`src/include/dor_pkg.sv`:
```
// package for the digital output router: bus carriers, register map, field layout and timing constants
package dor_pkg;

  // apb request and answer carriers
  typedef struct packed {
    logic [11:0] paddr;
    logic        psel;
    logic        penable;
    logic        pwrite;
    logic [31:0] pwdata;
    logic [3:0]  pstrb;
  } dor_apb_req_t;

  typedef struct packed {
    logic [31:0] prdata;
    logic        pready;
    logic        pslverr;
  } dor_apb_rsp_t;

  // byte addresses of the registers
  localparam logic [11:0] ADDR_CTRL        = 12'h000;
  localparam logic [11:0] ADDR_CFG_UNUSED  = 12'h004;
  localparam logic [11:0] ADDR_INVERT      = 12'h008;
  localparam logic [11:0] ADDR_FORCE_EN    = 12'h00C;
  localparam logic [11:0] ADDR_FORCE_VAL   = 12'h010;
  localparam logic [11:0] ADDR_APPLIED     = 12'h014;
  localparam logic [11:0] ADDR_ROUTING_EN  = 12'h018;
  localparam logic [11:0] ADDR_LED_EN      = 12'h01C;
  localparam logic [11:0] ADDR_PIN_READ    = 12'h020;
  localparam logic [11:0] ADDR_ROUTE_BASE  = 12'h040;
  localparam int          ROUTE_SHIFT      = 2;

  // reset values and the routing enable value
  localparam logic [31:0] RST_WORD         = 32'h0000_0000;
  localparam logic [15:0] ROUTE_OFF        = 16'h0FFF;
  localparam logic [31:0] ROUTING_ON_VALUE = 32'h0000_0001;

  // field layout
  localparam int          OUT_BASE_BIT     = 16;
  localparam int          BRAKE_BIT        = 0;
  localparam int          LED_GREEN_BIT    = 0;
  localparam int          LED_RED_BIT      = 1;
  localparam int          GATE_INV_BIT     = 7;
  localparam int          LOW_WORD_BITS    = 16;

  // routing source codes (high byte of a routing entry)
  localparam logic [7:0]  SRC_ONE          = 8'h00;
  localparam logic [7:0]  SRC_ZERO         = 8'h01;
  localparam logic [7:0]  SRC_ENC_FIRST    = 8'h02;
  localparam logic [7:0]  SRC_ENC_LAST     = 8'h08;
  localparam logic [7:0]  SRC_POS_FIRST    = 8'h09;
  localparam logic [7:0]  SRC_POS_LAST     = 8'h0F;
  localparam logic [7:0]  SRC_PWM          = 8'h10;
  localparam logic [7:0]  SRC_PWM_INV      = 8'h11;

  // timing
  localparam int          CLK_HZ           = 100_000_000;
  localparam int          SOFT_PWM_MAX_HZ  = 2000;
  localparam int          OUT_MAX_HZ       = 500;
  localparam int          LED_FLASH_HALF_MS = 500;
  // shortest half period a channel may show, rounded up
  localparam int          SOFT_HOLD_CYC_DEF = (CLK_HZ + 2 * SOFT_PWM_MAX_HZ - 1) / (2 * SOFT_PWM_MAX_HZ);
  localparam int          OUT_HOLD_CYC_DEF  = (CLK_HZ + 2 * OUT_MAX_HZ - 1) / (2 * OUT_MAX_HZ);
  localparam int          LED_HALF_CYC_DEF  = (CLK_HZ / 1000) * LED_FLASH_HALF_MS;

endpackage

```
`src/dor_output_router.sv`:
```
// digital output router: control word, inversion, forcing, routing, apb register file and open-drain pins

// What this block does
// - output n follows control word bit 15+n: output 1 is bit 16
// - low sixteen control bits are special functions; bit 0 drives the brake
// - each config register bit acts only on the output at that bit position
// - invert bit clear: one drives high; invert bit set: one drives low
// - force enable takes the pin value from the force value, brake included
// - force value bits are ignored where force enable is clear
// - applied value register shows the final pin levels after every stage
// - led bit 0 enables flashing green, bit 1 red on error; clear keeps off
// - routing enable equal to one puts all outputs in routing mode
// - routing entry: 16 bits, high byte source, low byte gating bit
// - entry 1 is the soft pwm output, entry 2 output 1, and upward
// - gating bit one switches on; entry bit 7 set makes zero switch on
// - entry value FFF disables routing for that output
// - source 00 is constant one, source 01 constant zero
// - sources 02 to 08 give encoder pulses divided by 1 to 64
// - sources 09 to 0F give position pulses divided by 1 to 64
// - divider 1 gives one pulse per single change of the count
// - source 10 routes the brake pwm, source 11 the inverted brake pwm
// - soft pwm output may reach 2 kHz, every other output only 500 Hz
// - pins are open drain: pull low or release, high needs a pull-up
// - with automatic brake control off, control bit 0 commands the brake
module dor_output_router
  import dor_pkg::*;
#(
  parameter int NUM_OUT       = 2,
  parameter int SOFT_HOLD_CYC = dor_pkg::SOFT_HOLD_CYC_DEF,
  parameter int OUT_HOLD_CYC  = dor_pkg::OUT_HOLD_CYC_DEF,
  parameter int LED_HALF_CYC  = dor_pkg::LED_HALF_CYC_DEF
)
(
  // clock and reset
  input  wire logic                  ref_clk,
  input  wire logic                  srst,
  // register bus
  input  wire dor_pkg::dor_apb_req_t apb_req,
  output dor_pkg::dor_apb_rsp_t      apb_rsp,
  // motion sources
  input  wire logic [31:0]           encoder_count,
  input  wire logic [31:0]           position_actual,
  input  wire logic                  brake_pwm,
  input  wire logic                  auto_brake_enable,
  input  wire logic                  auto_brake_cmd,
  input  wire logic                  drive_error,
  // open-drain output pins
  input  wire logic [NUM_OUT-1:0]    out_pin_in,
  output logic      [NUM_OUT-1:0]    out_pin_out,
  output logic      [NUM_OUT-1:0]    out_pin_oe,
  // open-drain brake pin
  input  wire logic                  brake_pin_in,
  output logic                       brake_pin_out,
  output logic                       brake_pin_oe,
  // open-drain soft pwm pin
  input  wire logic                  soft_pwm_pin_in,
  output logic                       soft_pwm_pin_out,
  output logic                       soft_pwm_pin_oe,
  // power leds
  output logic                       led_green,
  output logic                       led_red
);

  import dor_pkg::*;

  localparam int NCH     = NUM_OUT + 1;
  localparam int HOLD_MX = (SOFT_HOLD_CYC > OUT_HOLD_CYC) ? SOFT_HOLD_CYC : OUT_HOLD_CYC;
  localparam int HOLD_W  = $clog2(HOLD_MX + 1);
  localparam int FLASH_W = $clog2(LED_HALF_CYC + 1);
  localparam logic [HOLD_W-1:0]  SOFT_HOLD_LAST = HOLD_W'(SOFT_HOLD_CYC - 1);
  localparam logic [HOLD_W-1:0]  OUT_HOLD_LAST  = HOLD_W'(OUT_HOLD_CYC - 1);
  localparam logic [FLASH_W-1:0] FLASH_LAST     = FLASH_W'(LED_HALF_CYC - 1);

  // refuse sizes that the bit layout or counters cannot serve
  if (NUM_OUT < 1 || NUM_OUT > 16)
  begin : g_bad_num_out
    $error("NUM_OUT must lie between 1 and 16");
  end
  if (SOFT_HOLD_CYC < 1 || OUT_HOLD_CYC < 1 || LED_HALF_CYC < 1)
  begin : g_bad_counts
    $error("hold and flash counts must be at least one");
  end

  // whole state of the block
  typedef struct packed {
    logic [31:0]                  ctrl;
    logic [31:0]                  invert;
    logic [31:0]                  force_en;
    logic [31:0]                  force_val;
    logic [31:0]                  routing_en;
    logic [31:0]                  led_en;
    logic [NCH-1:0][15:0]         route;
    logic [NCH-1:0][5:0]          div_cnt;
    logic [NCH-1:0][HOLD_W-1:0]   hold;
    logic [NCH-1:0]               lvl;
    logic [31:0]                  applied;
    logic                         soft_pwm;
    logic [31:0]                  enc_prev;
    logic [31:0]                  pos_prev;
    logic [FLASH_W-1:0]           flash_cnt;
    logic                         flash;
    logic [1:0]                   led;
    logic [31:0]                  prdata;
  } dor_state_t;

  dor_state_t st;
  dor_state_t next_st;

  // merge write data into a register under the byte strobes
  function automatic logic [31:0] merge_strb(input logic [31:0] old, input logic [31:0] wdata,
                                             input logic [3:0] strb);
    logic [31:0] res;
    res = old;
    for (int b = 0; b < 4; b++)
    begin
      if (strb[b])
      begin
        res[8*b +: 8] = wdata[8*b +: 8];
      end
    end
    return res;
  endfunction

  // decode a routing entry address: valid flag and channel index
  function automatic logic [5:0] route_sel(input logic [11:0] addr);
    logic [11:0] off;
    logic [11:0] idx;
    off = addr - ADDR_ROUTE_BASE;
    idx = off >> ROUTE_SHIFT;
    if (addr >= ADDR_ROUTE_BASE && off[1:0] == 2'b00 && idx < 12'(NCH))
    begin
      return {1'b1, idx[4:0]};
    end
    return 6'h00;
  endfunction

  // decode any mapped address
  function automatic logic addr_hit(input logic [11:0] addr);
    logic [5:0] rs;
    rs = route_sel(addr);
    return rs[5] || addr == ADDR_CTRL || addr == ADDR_CFG_UNUSED || addr == ADDR_INVERT ||
           addr == ADDR_FORCE_EN || addr == ADDR_FORCE_VAL || addr == ADDR_APPLIED ||
           addr == ADDR_ROUTING_EN || addr == ADDR_LED_EN || addr == ADDR_PIN_READ;
  endfunction

  // gating term: selected low-word bit, optionally inverted
  function automatic logic gate_on(input logic [15:0] low_word, input logic [15:0] entry);
    logic [6:0] idx;
    logic       sel;
    idx = entry[6:0];
    sel = (idx < 7'(LOW_WORD_BITS)) ? low_word[idx[3:0]] : 1'b0;
    return sel ^ entry[GATE_INV_BIT];
  endfunction

  // one stage chain for a pin: direct or routed, then inversion, then forcing
  function automatic logic resolve(input logic pre, input logic inv, input logic fen, input logic fval);
    logic lv;
    lv = pre ^ inv;
    return fen ? fval : lv;
  endfunction

  // apb answer: zero wait states, data registered in the setup cycle
  always_comb
  begin
    apb_rsp.pready  = apb_req.psel & apb_req.penable;
    apb_rsp.pslverr = apb_req.psel & apb_req.penable & ~addr_hit(apb_req.paddr);
    apb_rsp.prdata  = st.prdata;
  end

  // next-state logic
  always_comb
  begin
    logic        enc_evt;
    logic        pos_evt;
    logic        routing_mode;
    logic        evt;
    logic        pulse;
    logic        src;
    logic        raw;
    logic [7:0]  code;
    logic [2:0]  k;
    logic [5:0]  last;
    logic [5:0]  rs;
    logic        wr;
    logic        pre;
    logic        brake_pre;
    logic [HOLD_W-1:0] hold_last;
    logic [31:0] rd;
    enc_evt      = 1'b0;
    pos_evt      = 1'b0;
    routing_mode = 1'b0;
    evt          = 1'b0;
    pulse        = 1'b0;
    src          = 1'b0;
    raw          = 1'b0;
    code         = 8'h00;
    k            = 3'h0;
    last         = 6'h00;
    rs           = 6'h00;
    wr           = 1'b0;
    pre          = 1'b0;
    brake_pre    = 1'b0;
    hold_last    = '0;
    rd           = 32'h0000_0000;
    next_st      = st;

    // any change of a count is one increment event; larger jumps count once
    enc_evt = encoder_count != st.enc_prev;
    pos_evt = position_actual != st.pos_prev;
    next_st.enc_prev = encoder_count;
    next_st.pos_prev = position_actual;
    routing_mode = st.routing_en == ROUTING_ON_VALUE;

    // led flash timebase and enables
    if (st.flash_cnt == FLASH_LAST)
    begin
      next_st.flash_cnt = '0;
      next_st.flash     = ~st.flash;
    end
    else
    begin
      next_st.flash_cnt = st.flash_cnt + FLASH_W'(1);
    end
    next_st.led[LED_GREEN_BIT] = st.led_en[LED_GREEN_BIT] & st.flash;
    next_st.led[LED_RED_BIT]   = st.led_en[LED_RED_BIT] & drive_error & st.flash;

    // per channel: source, divider, gating and rate limit
    for (int ch = 0; ch < NCH; ch++)
    begin
      code  = st.route[ch][15:8];
      evt   = 1'b0;
      k     = 3'h0;
      pulse = 1'b0;
      if (code >= SRC_ENC_FIRST && code <= SRC_ENC_LAST)
      begin
        evt = enc_evt;
        k   = 3'(code - SRC_ENC_FIRST);
      end
      else if (code >= SRC_POS_FIRST && code <= SRC_POS_LAST)
      begin
        evt = pos_evt;
        k   = 3'(code - SRC_POS_FIRST);
      end
      last = 6'((7'h01 << k) - 7'h01);
      if (evt)
      begin
        if (st.div_cnt[ch] == last)
        begin
          next_st.div_cnt[ch] = 6'h00;
          pulse = 1'b1;
        end
        else
        begin
          next_st.div_cnt[ch] = st.div_cnt[ch] + 6'h01;
        end
      end
      if (code == SRC_ONE)
      begin
        src = 1'b1;
      end
      else if (code == SRC_ZERO)
      begin
        src = 1'b0;
      end
      else if (code == SRC_PWM)
      begin
        src = brake_pwm;
      end
      else if (code == SRC_PWM_INV)
      begin
        src = ~brake_pwm;
      end
      else
      begin
        src = pulse;
      end
      raw = src & gate_on(st.ctrl[15:0], st.route[ch]);
      // a level may only change once per half period of the channel's top rate
      hold_last = (ch == 0) ? SOFT_HOLD_LAST : OUT_HOLD_LAST;
      if (st.hold[ch] != '0)
      begin
        next_st.hold[ch] = st.hold[ch] - HOLD_W'(1);
      end
      else if (raw != st.lvl[ch])
      begin
        next_st.lvl[ch]  = raw;
        next_st.hold[ch] = hold_last;
      end
    end

    // brake pin: direct bit 0 unless automatic control owns it
    brake_pre = auto_brake_enable ? auto_brake_cmd : st.ctrl[BRAKE_BIT];
    next_st.applied = 32'h0000_0000;
    next_st.applied[BRAKE_BIT] = resolve(brake_pre, st.invert[BRAKE_BIT],
                                         st.force_en[BRAKE_BIT], st.force_val[BRAKE_BIT]);
    for (int n = 0; n < NUM_OUT; n++)
    begin
      pre = st.ctrl[OUT_BASE_BIT + n];
      if (routing_mode && st.route[n + 1] != ROUTE_OFF)
      begin
        pre = st.lvl[n + 1];
      end
      next_st.applied[OUT_BASE_BIT + n] = resolve(pre, st.invert[OUT_BASE_BIT + n],
                                                  st.force_en[OUT_BASE_BIT + n],
                                                  st.force_val[OUT_BASE_BIT + n]);
    end
    // soft pwm pin only carries a signal while its entry routes one
    next_st.soft_pwm = routing_mode && st.route[0] != ROUTE_OFF && st.lvl[0];

    // register writes take effect in the access cycle
    wr = apb_req.psel & apb_req.penable & apb_req.pwrite;
    rs = route_sel(apb_req.paddr);
    if (wr)
    begin
      if (apb_req.paddr == ADDR_CTRL)
      begin
        next_st.ctrl = merge_strb(st.ctrl, apb_req.pwdata, apb_req.pstrb);
      end
      if (apb_req.paddr == ADDR_INVERT)
      begin
        next_st.invert = merge_strb(st.invert, apb_req.pwdata, apb_req.pstrb);
      end
      if (apb_req.paddr == ADDR_FORCE_EN)
      begin
        next_st.force_en = merge_strb(st.force_en, apb_req.pwdata, apb_req.pstrb);
      end
      if (apb_req.paddr == ADDR_FORCE_VAL)
      begin
        next_st.force_val = merge_strb(st.force_val, apb_req.pwdata, apb_req.pstrb);
      end
      if (apb_req.paddr == ADDR_ROUTING_EN)
      begin
        next_st.routing_en = merge_strb(st.routing_en, apb_req.pwdata, apb_req.pstrb);
      end
      if (apb_req.paddr == ADDR_LED_EN)
      begin
        next_st.led_en = merge_strb(st.led_en, apb_req.pwdata, apb_req.pstrb);
      end
      if (rs[5])
      begin
        next_st.route[rs[4:0]]   = 16'(merge_strb({16'h0000, st.route[rs[4:0]]}, apb_req.pwdata, apb_req.pstrb));
        next_st.div_cnt[rs[4:0]] = 6'h00;
      end
    end

    // read data captured in the setup cycle, stable through the access phase
    if (apb_req.psel & ~apb_req.penable & ~apb_req.pwrite)
    begin
      if (apb_req.paddr == ADDR_CTRL)
      begin
        rd = st.ctrl;
      end
      if (apb_req.paddr == ADDR_INVERT)
      begin
        rd = st.invert;
      end
      if (apb_req.paddr == ADDR_FORCE_EN)
      begin
        rd = st.force_en;
      end
      if (apb_req.paddr == ADDR_FORCE_VAL)
      begin
        rd = st.force_val;
      end
      if (apb_req.paddr == ADDR_APPLIED)
      begin
        rd = st.applied;
      end
      if (apb_req.paddr == ADDR_ROUTING_EN)
      begin
        rd = st.routing_en;
      end
      if (apb_req.paddr == ADDR_LED_EN)
      begin
        rd = st.led_en;
      end
      if (apb_req.paddr == ADDR_PIN_READ)
      begin
        rd[BRAKE_BIT] = brake_pin_in;
        rd[OUT_BASE_BIT +: NUM_OUT] = out_pin_in;
        rd[BRAKE_BIT + 1] = soft_pwm_pin_in;
      end
      if (rs[5])
      begin
        rd = {16'h0000, st.route[rs[4:0]]};
      end
      next_st.prdata = rd;
    end
  end

  // state register
  always_ff @(posedge ref_clk)
  begin
    if (srst)
    begin
      st            <= '0;
      st.ctrl       <= RST_WORD;
      st.invert     <= RST_WORD;
      st.force_en   <= RST_WORD;
      st.force_val  <= RST_WORD;
      st.routing_en <= RST_WORD;
      st.led_en     <= RST_WORD;
      st.route      <= {NCH{ROUTE_OFF}};
    end
    else
    begin
      st <= next_st;
    end
  end

  // open drain: pull low for a zero, release for a one
  always_comb
  begin
    out_pin_out      = '0;
    out_pin_oe       = ~st.applied[OUT_BASE_BIT +: NUM_OUT];
    brake_pin_out    = 1'b0;
    brake_pin_oe     = ~st.applied[BRAKE_BIT];
    soft_pwm_pin_out = 1'b0;
    soft_pwm_pin_oe  = ~st.soft_pwm;
    led_green        = st.led[LED_GREEN_BIT];
    led_red          = st.led[LED_RED_BIT];
  end

endmodule

```
`config.mk`:
```
export PLATFORM = sky130hd
export DESIGN_NAME = dor_output_router
export DESIGN_NICKNAME = d
export VERILOG_FILES = /design/src/include/dor_pkg.sv /design/src/dor_output_router.sv
export SDC_FILE = /design/constraint.sdc
export NUM_CORES = 1
export LEC_CHECK = 0
export BUFFER_PORTS_ARGS = -buffer_cell sky130_fd_sc_hd__buf_4
export CAP_MARGIN = 20
export CORE_UTILIZATION = 55
export DETAILED_ROUTE_END_ITERATION = 10
export PLACE_DENSITY_LB_ADDON = 0.25
export SETUP_SLACK_MARGIN = 0.5
export SLEW_MARGIN = 20
export SYNTH_ARGS = -nofsm -noshare
export SYNTH_HDL_FRONTEND = slang
export SYNTH_SLANG_ARGS = --single-unit
```
`constraint.sdc`:
```
create_clock -name ref_clk -period 5.12 [get_ports ref_clk]
set_input_delay 0.512 -clock ref_clk [delete_from_list [all_inputs] [get_ports ref_clk]]
set_output_delay 0.512 -clock ref_clk [all_outputs]
set_load 0.01 [all_outputs]
```
# Word level (Yosys, flattened, before mapping)
# Cells that the tools add are included.
[classes]
n_addsub = 17
order_cmp = 22
n_eq_ne = 30
shift = 3
mux = 85
bitwise_logic = 30
reduce_logical = 62
[ops]
columns = ["operator", "count"]
rows = [
  ["$mux 32", 8],
  ["$mux 17", 6],
  ["$reduce_and 3->1", 24],
  ["$ne 32x32->1", 2],
  ["$mux 6", 9],
  ["$reduce_bool 17->1", 3],
  ["$sub 17x1->17 const B", 3],
  ["$bwmux 48", 1],
  ["$eq 12x5->1 const B", 4],
  ["$eq 8x5->1 const B", 6],
  ["$le 8x4->1 const B", 6],
  ["$mux 8", 6],
  ["$ne 16x12->1 const B", 3],
  ["$mux 1", 37],
  ["$mux 18", 2],
  ["$bmux 16 s2", 1],
  ["$demux 16 s2", 1],
  ["$eq 32x1->1 const B", 1],
  ["$mux 16", 2],
  ["$add 26x1->26 const B", 1],
  ["$eq 26x26->1 const B", 1],
  ["$eq 12x4->1 const B", 2],
  ["$eq 8x1->1 const B", 3],
  ["$ge 8x2->1 const B", 3],
  ["other kinds (35)", 114],
]
[word_totals]
regBits = 470
inputBits = 125
out_inout_bits = 44
wordCells = 294

# Logic depth before layout (Yosys ltp)
# Gate-level depths: netlist of the first run.
[logic_depth]
ltp_word = 17
depth_mapped = 16
ltp_nobuf = 16

# Worst setup path before layout of the first run
# OpenSTA, ideal clock, no wires.
[synth_timing]
path_kind = "register to register"
start = "register st[238] in the netlist's numbering"
end = "register st[163] in the netlist's numbering"
setup_ns = 0.132
t_arrival_ns = 3.667
required_ns = 4.988
path_slack_ns = 1.320
stages_incl_launch_ff = 16
path_buffers = 0
path_cell_list = "dfxtp_1 inv_1 ha_1 and3b_1 o311ai_1 nand2b_1 or4_1 ha_1 nor2b_1 o21ai_0 a21oi_1 a2111oi_0 nand3_1 mux2i_1 o311ai_0 a21oi_1"
[synth_between]
elab_chain_cells = 16
word_cells_on_any_way = 28
cone_classes = "add/sub: 3; order compare: 4; eq/ne: 5; shift: 1; mux: 10; bitwise: 1; reduce/logical: 4"
[synth_rtl]
columns = ["item", "line_no", "rtl"]
rows = [
  ["start: declaration", "dor_output_router.sv:106", "dor_state_t st;"],
  ["start signal: assignment", "dor_output_router.sv:407", "st <= next_st;"],
  ["$ge 8x4->1 or $le 8x4->1 (tied branches)", "dor_output_router.sv:239", "else if (code >= SRC_POS_FIRST && code <= SRC_POS_LAST)"],
  ["$logic_and 1x1->1", "dor_output_router.sv:239", ""],
  ["$mux 3", "dor_output_router.sv:239", ""],
  ["$mux 3", "dor_output_router.sv:234", "if (code >= SRC_ENC_FIRST && code <= SRC_ENC_LAST)"],
  ["$shl 1x3->6", "dor_output_router.sv:244", "last = 6'((7'h01 << k) - 7'h01);"],
  ["$sub 6x1->6", "dor_output_router.sv:244", ""],
  ["$eq 6x6->1", "dor_output_router.sv:247", "if (st.div_cnt[ch] == last)"],
  ["$mux 1", "dor_output_router.sv:247", ""],
  ["$mux 1", "dor_output_router.sv:245", "if (evt)"],
  ["$mux 1", "dor_output_router.sv:269", "else if (code == SRC_PWM_INV)"],
  ["$mux 1", "dor_output_router.sv:265", "else if (code == SRC_PWM)"],
  ["$mux 1", "dor_output_router.sv:261", "else if (code == SRC_ZERO)"],
  ["$mux 1 (*)", "dor_output_router.sv:257", "if (code == SRC_ONE)"],
  ["$and 1x1->1 (*)", "dor_output_router.sv:277", "raw = src & gate_on(st.ctrl[15:0], st.route[ch]);"],
  ["$ne 1x1->1 (*)", "dor_output_router.sv:284", "else if (raw != st.lvl[ch])"],
  ["$reduce_bool 2->1 (no source line) (*)", "--", ""],
]
# Mark *: on every way between the ends. The rest lies on a longest branch, timed or not.
# A chain may end at the register's enable or synchronous reset.

# Final worst setup path of the first run
[layout_timing]
start = "register st[240] in the netlist's numbering"
end = "register st[163] in the netlist's numbering"
# The elaborated chain is that of the path after synthesis.

==> results of run 1 <==
[worst max-delay path, stage by stage, from the launching register on]
cell and delay [ps]:
sky130_fd_sc_hd__dfxtp_1 490, sky130_fd_sc_hd__inv_1 110, sky130_fd_sc_hd__ha_1 240, sky130_fd_sc_hd__nor2b_1 180
sky130_fd_sc_hd__o311ai_2 360, sky130_fd_sc_hd__nand2b_1 210, sky130_fd_sc_hd__or4_1 570, sky130_fd_sc_hd__ha_1 260
sky130_fd_sc_hd__nor2b_1 170, sky130_fd_sc_hd__o21ai_0 130, sky130_fd_sc_hd__a21oi_1 100, sky130_fd_sc_hd__a2111oi_0 360
sky130_fd_sc_hd__nand3_1 220, sky130_fd_sc_hd__mux2i_2 270, sky130_fd_sc_hd__o311ai_0 340, sky130_fd_sc_hd__a21oi_1 110
[placed cells by master (no fill, tap or decap), types with 11 or more instances in the layout]
cell	Yosys	layout
sky130_fd_sc_hd__xnor2_1	34	34
sky130_fd_sc_hd__xor2_1	110	110
sky130_fd_sc_hd__o21ai_0	133	133
sky130_fd_sc_hd__ha_1	28	28
sky130_fd_sc_hd__clkbuf_16	0	47
sky130_fd_sc_hd__nor4_1	44	42
sky130_fd_sc_hd__dfxtp_1	441	440
sky130_fd_sc_hd__or3_1	16	16
sky130_fd_sc_hd__a222oi_1	19	19
sky130_fd_sc_hd__and2_1	15	15
sky130_fd_sc_hd__clkbuf_1	103	15
sky130_fd_sc_hd__buf_4	40	180
sky130_fd_sc_hd__inv_1	33	33
sky130_fd_sc_hd__nand4_1	25	25
sky130_fd_sc_hd__nor3_1	37	36
sky130_fd_sc_hd__nor2b_1	76	76
sky130_fd_sc_hd__a21o_1	11	11
sky130_fd_sc_hd__nor2_1	217	216
sky130_fd_sc_hd__a311oi_1	31	31
sky130_fd_sc_hd__mux2i_1	54	53
sky130_fd_sc_hd__a21oi_1	271	271
sky130_fd_sc_hd__nand3_1	38	38
sky130_fd_sc_hd__nand2b_1	14	14
sky130_fd_sc_hd__a22oi_1	60	60
sky130_fd_sc_hd__nand2_1	458	458
sky130_fd_sc_hd__and3_1	12	12
[power by group through the flow]
stage / clock (mW) / sequential (mW) / combinational, mW
2_1_floorplan: 0 / 3.82 / 0.957
3_3_place_gp: 0 / 3.85 / 1.22
3_5_place_dp: 0 / 3.86 / 1.26
4_1_cts: 3.39 / 3.79 / 1.27
5_1_grt: 3.53 / 3.81 / 1.43
6_report: 3.34 / 3.79 / 1.29
[cell families after synthesis]
family,share of synthesized area
AOI/OAI and AO/OA,0.182
xor gates and xnor gates,0.0621
adders and majority gates,0.0169
buffers and inverters,0.0424
DFF,0.425
muxes,0.0380
other,0.000181
and+or+nand+nor,0.233
[routing by layer]
layer  up-vias  global-route usage  wire (um)
met1      8766               0.404      25000
met4         0               0.126       2100
met2       813               0.470      26300
met3       135              0.0681       5500
met5         -                   0          0
li1       8941                   -          -
[sequential cells by signal, summed over array words and instances, names as in the netlist]
signal,count
apb_rsp,32
led_green,1
led_red,1
st,407
[metrics by stage]
stage                      util  std cells
after floorplan               -       2512
after global placement    0.598       3039
after detailed placement  0.598       3039
after CTS                 0.638       3122
after global routing      0.640       3123
final                     0.640       3123
[worst max-delay path by stage]
stage                                     from  slack, ps                   end  cells past startpoint
after floorplan           st[238]$_SDFFE_PP1P_       1320  st[163]$_SDFFE_PP0P_                     15
after global routing      st[239]$_SDFFE_PP1P_        500  st[163]$_SDFFE_PP0P_                     15
final                     st[240]$_SDFFE_PP1P_        880  st[163]$_SDFFE_PP0P_                     15
after global placement    st[238]$_SDFFE_PP1P_        910  st[162]$_SDFFE_PP0P_                     15
after detailed placement  st[238]$_SDFFE_PP1P_        820  st[175]$_SDFFE_PP0P_                     15
after CTS                 st[238]$_SDFFE_PP1P_        800  st[175]$_SDFFE_PP0P_                     15
[area by class of cell]
class | instances | area (um2)
clock buffers | 70 | 1340
fillers | 3177 | 13300
clock inverters | 13 | 151
inverters | 33 | 124
multi-input cells | 1880 | 11100
well taps | 504 | 631
repair buffers | 182 | 1390
flip-flops and latches | 441 | 8830
==> qor_table.md, run 1 <==
| Item | This run | Unit |
|---|---|---|
| Routed via count | 18700 | - |
| Worst Reg2Reg Path Length in Cells | 15 | - |
| DR vias/cell | 5.97 | - |
| Most repeated cell in the gate-level netlist after synthesis | sky130_fd_sc_hd__nand2_1 | - |
| Post-DP HPWL | 41.6 | mm |
| Power spent charging and discharging nets | 2.27 | mW |
| Number of DRC markers in iteration 0 | 1858 | - |
| Die extent in x | 196 | um |
| Library cell occupying the most area in the post-synthesis netlist | sky130_fd_sc_hd__dfxtp_1 | - |
| CP endpoint kind | register | - |
| Core outline area | 36900 | um2 |
| Number of gates resized after cts | 0 | - |
| Clock tree from TritonCTS | yes | - |
| Clock network power share | 0.397 | - |
| Layout Nets | 2738 | - |
| Max Root-Sink Buffers | 3 | - |
| Placement Setup Slack | 823 | ps |
| Worst max-slew margin expressed relative to the limit | 0.228 | - |
| Largest fanout of any net on the critical path | 9 | - |
| Post-route setup TNS | 0 | ps |
| Fin. max-slew vios | 0 | - |
| Final critical delay including setup and external delays | 4240 | ps |
| Number of levels the H-tree was split into | 2 | - |
| Final design instance area without fill | 23600 | um2 |
| Number of I/O port buffers | 164 | - |
| Site Rows | 70 | - |
| Number of buffers inserted by hold repair at cts | 0 | - |
| Hold worst-path end | st[71]$_SDFF_PP0_ | - |
| Total Routing Usage GR | 0.302 | - |
| Starting density of the core | 0.563 | - |
| Top cells by instance count after synthesis | 458 x sky130_fd_sc_hd__nand2_1, 441 x sky130_fd_sc_hd__dfxtp_1, 271 x sky130_fd_sc_hd__a21oi_1 | - |
| Type of the worst setup path | reg -> reg | - |
| Clock skew | 20.3 | ps |
| Mapped Cells | 2509 | - |
| Diodes inserted | 0 | - |
| Internal Power | 6.14 | mW |
| Area growth syn-to-layout | 13.6 | % |
| CTS Sinks | 441 | - |
| Async SR Flop Fraction | 0 | - |
| Total power per unit cell area | 357 | nW/um2 |
| Kind of path behind the tightest hold check | in -> reg | - |
| Floorplan die area | 38500 | um2 |
| Synth warnings | 0 | - |
| Library cells used by synthesis | 87 | - |
| Mean post-synth cell area | 8.27 | um2 |
| Height of the chip | 196 | um |
| Worst endpoint required time | 5550 | ps |
| Ratio of final minimum period to clock period | 0.829 | - |
| Net switching share of the total power | 0.270 | - |
| Element type at the critical path start | register | - |
| Number of routed nets with antenna violations | 0 | - |
| Final Hold Fails | 0 | - |
| Run status | complete, no violations | - |
| Number of iterations in the first detailed-routing pass | 6 | - |
| Hold Path Cell Cnt | 2 | - |
| Endpoint of the lowest-slack register-to-register path | st[163]$_SDFFE_PP0P_ | - |
| Clock transition at the registers of the reported paths | 60 | ps |
| Placed Area | 22000 | um2 |
| Portion of synthesized cell area occupied by the leading cell type | 0.425 | - |
| Number of DRC violations after detailed routing | 0 | - |
| Tightest Pin Transition | 1160 | ps |
| Clock root buffer master | sky130_fd_sc_hd__clkbuf_16 | - |
| Final Hold Slack | 167 | ps |
| Logic gate share of total power | 0.153 | - |
| Hold path start | position_actual[10] | - |
| Post-layout total power | 8.42 | mW |
| Maximum number of pins on one net before global-route repair | 180 | - |
| Post-CTS setup buffer count | 0 | - |
| Final number of setup-violating endpoints | 0 | - |
| Leading register cell type out of synthesis | sky130_fd_sc_hd__dfxtp_1 | - |
| Initial antenna violation count | 0 | - |
| Detail-routed net length per standard cell | 18.9 | um |
| Routability congestion estimate from global placement | 0.976 | - |
| Post-Synthesis Cell Area | 20800 | um2 |
| Part of the total power dissipated in sequential elements | 0.450 | - |
| Global route overflow | 0 | - |
| Number of global-route vias before repair | 17600 | - |
| Clock insertion delay at the later pin of the skew report | 580 | ps |
| Number of flip-flops and latches in the synthesized netlist | 441 | - |
| Detailed-route wire length | 58.9 | mm |
| Setup slack of the critical path after layout | 875 | ps |
| Cell types with the largest area share after synthesis | sky130_fd_sc_hd__dfxtp_1 43%, sky130_fd_sc_hd__nand2_1 8.3%, sky130_fd_sc_hd__a21oi_1 6.5%, sky130_fd_sc_hd__xor2_1 4.6%, sky130_fd_sc_hd__nor2_1 3.9% | - |
| Timing-limited maximum frequency | 236 | MHz |
| R2r startpoint | st[240]$_SDFFE_PP1P_ | - |
| Share of post-route cells with drive strength above 1 | 0.119 | - |
| Leakage power | 8.75 | nW |
| Total I/O pin count | 169 | - |
| Critical Path AT | 4680 | ps |
| Max_cap viols | 0 | - |
| First-pass GRT wire length | 93.2 | mm |
| R2R setup slack | 880 | ps |
| Maximum vdd ir drop | 0.251 | mV |
| Number of buffers inserted during clock tree synthesis | 47 | - |
| Sequential area share after synthesis | 0.425 | - |
| Post-synth EDFFs | 0 | - |
| Unrepaired setup endpoints after global routing | no | - |
(Power assumes the default switching activity.)
==> run 2: changes to the inputs <==
==> constraint.sdc (replaced) <==
create_clock -name ref_clk -period 4.2 [get_ports ref_clk]
set_input_delay 0.42 -clock ref_clk [delete_from_list [all_inputs] [get_ports ref_clk]]
set_output_delay 0.42 -clock ref_clk [all_outputs]
set_load 0.01 [all_outputs]
==> run 2 against run 1 <==
  * Register-to-register slack lost 360 ps
  * First-iteration DRC count grew 13%
  * Routed wire length grew 3.9%
  * Final cell count grew 1.5%
  * Critical path type unchanged
  * Critical endpoint is now st[187]$_SDFFE_PP0P_
==> qor_table.md, run 2 (synthesized netlist as in run 1, its figures left out) <==
| Item | This run | Unit |
|---|---|---|
| Post-DP HPWL | 42.0 | mm |
| Number of iterations in the first detailed-routing pass | 9 | - |
| Placement Setup Slack | -14.9 | ps |
| CTS Sinks | 441 | - |
| Fin. max-slew vios | 0 | - |
| Cell Chain, Critical Path | inv_6 > ha_4 > or3_4 > mux2i_4 > o32ai_4 > a21oi_2 > o21ai_1 > ha_2 > xor2_4 > nand2b_4 > a2111o_1 > o311ai_4 > nand4_4 > o2111a_1 > nor3_4 > a31oi_1 | - |
| Global route overflow | 0 | - |
| Clock tree from TritonCTS | yes | - |
| Unrepaired setup endpoints after global routing | yes | - |
| Utilization after layout | 0.666 | - |
| Launching element of the worst setup path | st[254]$_SDFFE_PP1P_ | - |
| Routed via count | 19200 | - |
| Number of DRC violations after detailed routing | 0 | - |
| Leakage power | 9.10 | nW |
| Total Routing Usage GR | 0.308 | - |
| Total power per unit cell area | 433 | nW/um2 |
| Core outline area | 36900 | um2 |
| Ratio of final minimum period to clock period | 0.877 | - |
| Hold path start | encoder_count[24] | - |
| Total I/O pin count | 169 | - |
| Fin cells | 3170 | - |
| First-pass GRT wire length | 95.2 | mm |
| Clock skew | 20.8 | ps |
| Die extent in x | 196 | um |
| Max Root-Sink Buffers | 3 | - |
| Routability congestion estimate from global placement | 0.941 | - |
| Most common cell after layout, fill and taps aside | sky130_fd_sc_hd__nand2_1 | - |
| Final design instance area without fill | 24600 | um2 |
| Post-layout total power | 10.6 | mW |
| Number of buffers inserted by hold repair at cts | 0 | - |
| Layout Nets | 2784 | - |
| Diodes inserted | 0 | - |
| Placed Area | 22200 | um2 |
| Kind of path behind the tightest hold check | in -> reg | - |
| Type of the worst setup path | reg -> reg | - |
| Clock transition at the registers of the reported paths | 60 | ps |
| Number of buffers inserted during clock tree synthesis | 46 | - |
| Number of routed nets with antenna violations | 0 | - |
| Setup slack of the critical path after layout | 517 | ps |
| Initial antenna violation count | 2 | - |
| Final critical delay including setup and external delays | 3680 | ps |
| Final Hold Slack | 59.5 | ps |
| Worst endpoint required time | 4620 | ps |
| Critical Path AT | 4100 | ps |
| DR vias/cell | 6.07 | - |
| Flip-flop count of the largest register, all copies and words added | 407 | - |
| Leading cell types in the layout, fill and taps excluded | 458 x sky130_fd_sc_hd__nand2_1, 432 x sky130_fd_sc_hd__dfxtp_1, 268 x sky130_fd_sc_hd__a21oi_1, 227 x sky130_fd_sc_hd__buf_4, 215 x sky130_fd_sc_hd__nor2_1 | - |
| Clock insertion delay at the later pin of the skew report | 590 | ps |
| Max_cap viols | 0 | - |
| Worst max-slew margin expressed relative to the limit | 0.258 | - |
| Share of post-route cells with drive strength above 1 | 0.161 | - |
| Number of levels the H-tree was split into | 2 | - |
| Element type at the critical path start | register | - |
| Largest fanout of any net on the critical path | 7 | - |
| Number of cells after detailed placement | 3053 | - |
| Floorplan die area | 38500 | um2 |
| Detailed-route wire length | 61.2 | mm |
| Clock root buffer master | sky130_fd_sc_hd__clkbuf_16 | - |
| Starting density of the core | 0.563 | - |
| Area growth syn-to-layout | 18.3 | % |
| Number of I/O port buffers | 164 | - |
| Timing-limited maximum frequency | 272 | MHz |
| Site Rows | 70 | - |
| R2r startpoint | st[254]$_SDFFE_PP1P_ | - |
| Maximum vdd ir drop | 0.408 | mV |
| Tightest Pin Transition | 1100 | ps |
| Filler cell count | 3034 | - |
| CP endpoint kind | register | - |
| Height of the chip | 196 | um |
| Post-route setup TNS | 0 | ps |
| Final number of setup-violating endpoints | 0 | - |
| Register ranked first by flip-flop count | st | - |
| Highest-delay cell along the critical path | sky130_fd_sc_hd__a2111o_1 | - |
| Maximum number of pins on one net before global-route repair | 170 | - |
| Detail-routed net length per standard cell | 19.3 | um |
| Number of global-route vias before repair | 17800 | - |
| Run status | complete, no violations | - |
| Final Hold Fails | 0 | - |
| Number of DRC markers in iteration 0 | 2093 | - |
| Longest individual stage delay on the worst path | 440 | ps |
run 2: changes by cell type in the layout (fill, tap and decap cells not counted), sizes merged:
cell	previous run	this run
buf	182	229
clkbuf	70	63
bufinv	3	7
clkinv	6	10
inv	34	33
run 2: path summary, 6_finish.rpt:
| path | endpoint | slack (ps) | cells after the start |
|---|---|---|---|
| max | st[187]$_SDFFE_PP0P_ | 520 | 16 |
| min | st[117]$_SDFF_PP0_ | 60 | 2 |
| max reg2reg | st[187]$_SDFFE_PP0P_ | 520 | 16 |
| min reg2reg | st[35]$_SDFF_PP0_ | 450 | 1 |
run 2: timing repair:
action,in CTS,in global routing
setup endpoints to repair,45,48
setup buffers,11,23
resized for setup,38,73
hold endpoints to repair,0,0
pin swaps,13,28
run 2: layout make-up:
cell class	count	area (um2)	share of cell area
inverter	33	134	0.00545
sequential	441	8860	0.361
timing repair buffer	229	1740	0.0708
clock inverter	20	317	0.0129
clock buffer	63	1320	0.0536
multi-input combinational	1880	11600	0.471
tap	504	631	0.0257
run 2: worst max-delay path: cells and delay by family (launching register included):
family | cells | cell delay (ps)
mux | 1 | 190
buf+inv | 1 | 60
xor+xnor | 1 | 170
flops | 1 | 420
compound gates | 7 | 1360
fa+ha+maj | 2 | 390
simple gates | 4 | 920
run 2: routing by layer:
| metal | routed length [um] | vias up | track usage | part of all wire |
|---|---|---|---|---|
| met3 | 4850 | 165 | 0.0430 | 0.079 |
| met4 | 2460 | 4 | 0.123 | 0.040 |
| met5 | 27 | - | 0 | 0.00044 |
| met2 | 28200 | 883 | 0.501 | 0.46 |
| li1 | - | 9036 | - | - |
| met1 | 25600 | 9140 | 0.412 | 0.42 |
run 2: power by group:
group / total, mW / switching, mW / leakage [nW] / internal [mW]
Clock: 4.40 / 1.76 / 0.791 / 2.63
Sequential: 4.62 / 0.200 / 3.58 / 4.42
Combinational: 1.63 / 0.911 / 4.73 / 0.716
Total: 10.6 / 2.87 / 9.10 / 7.77
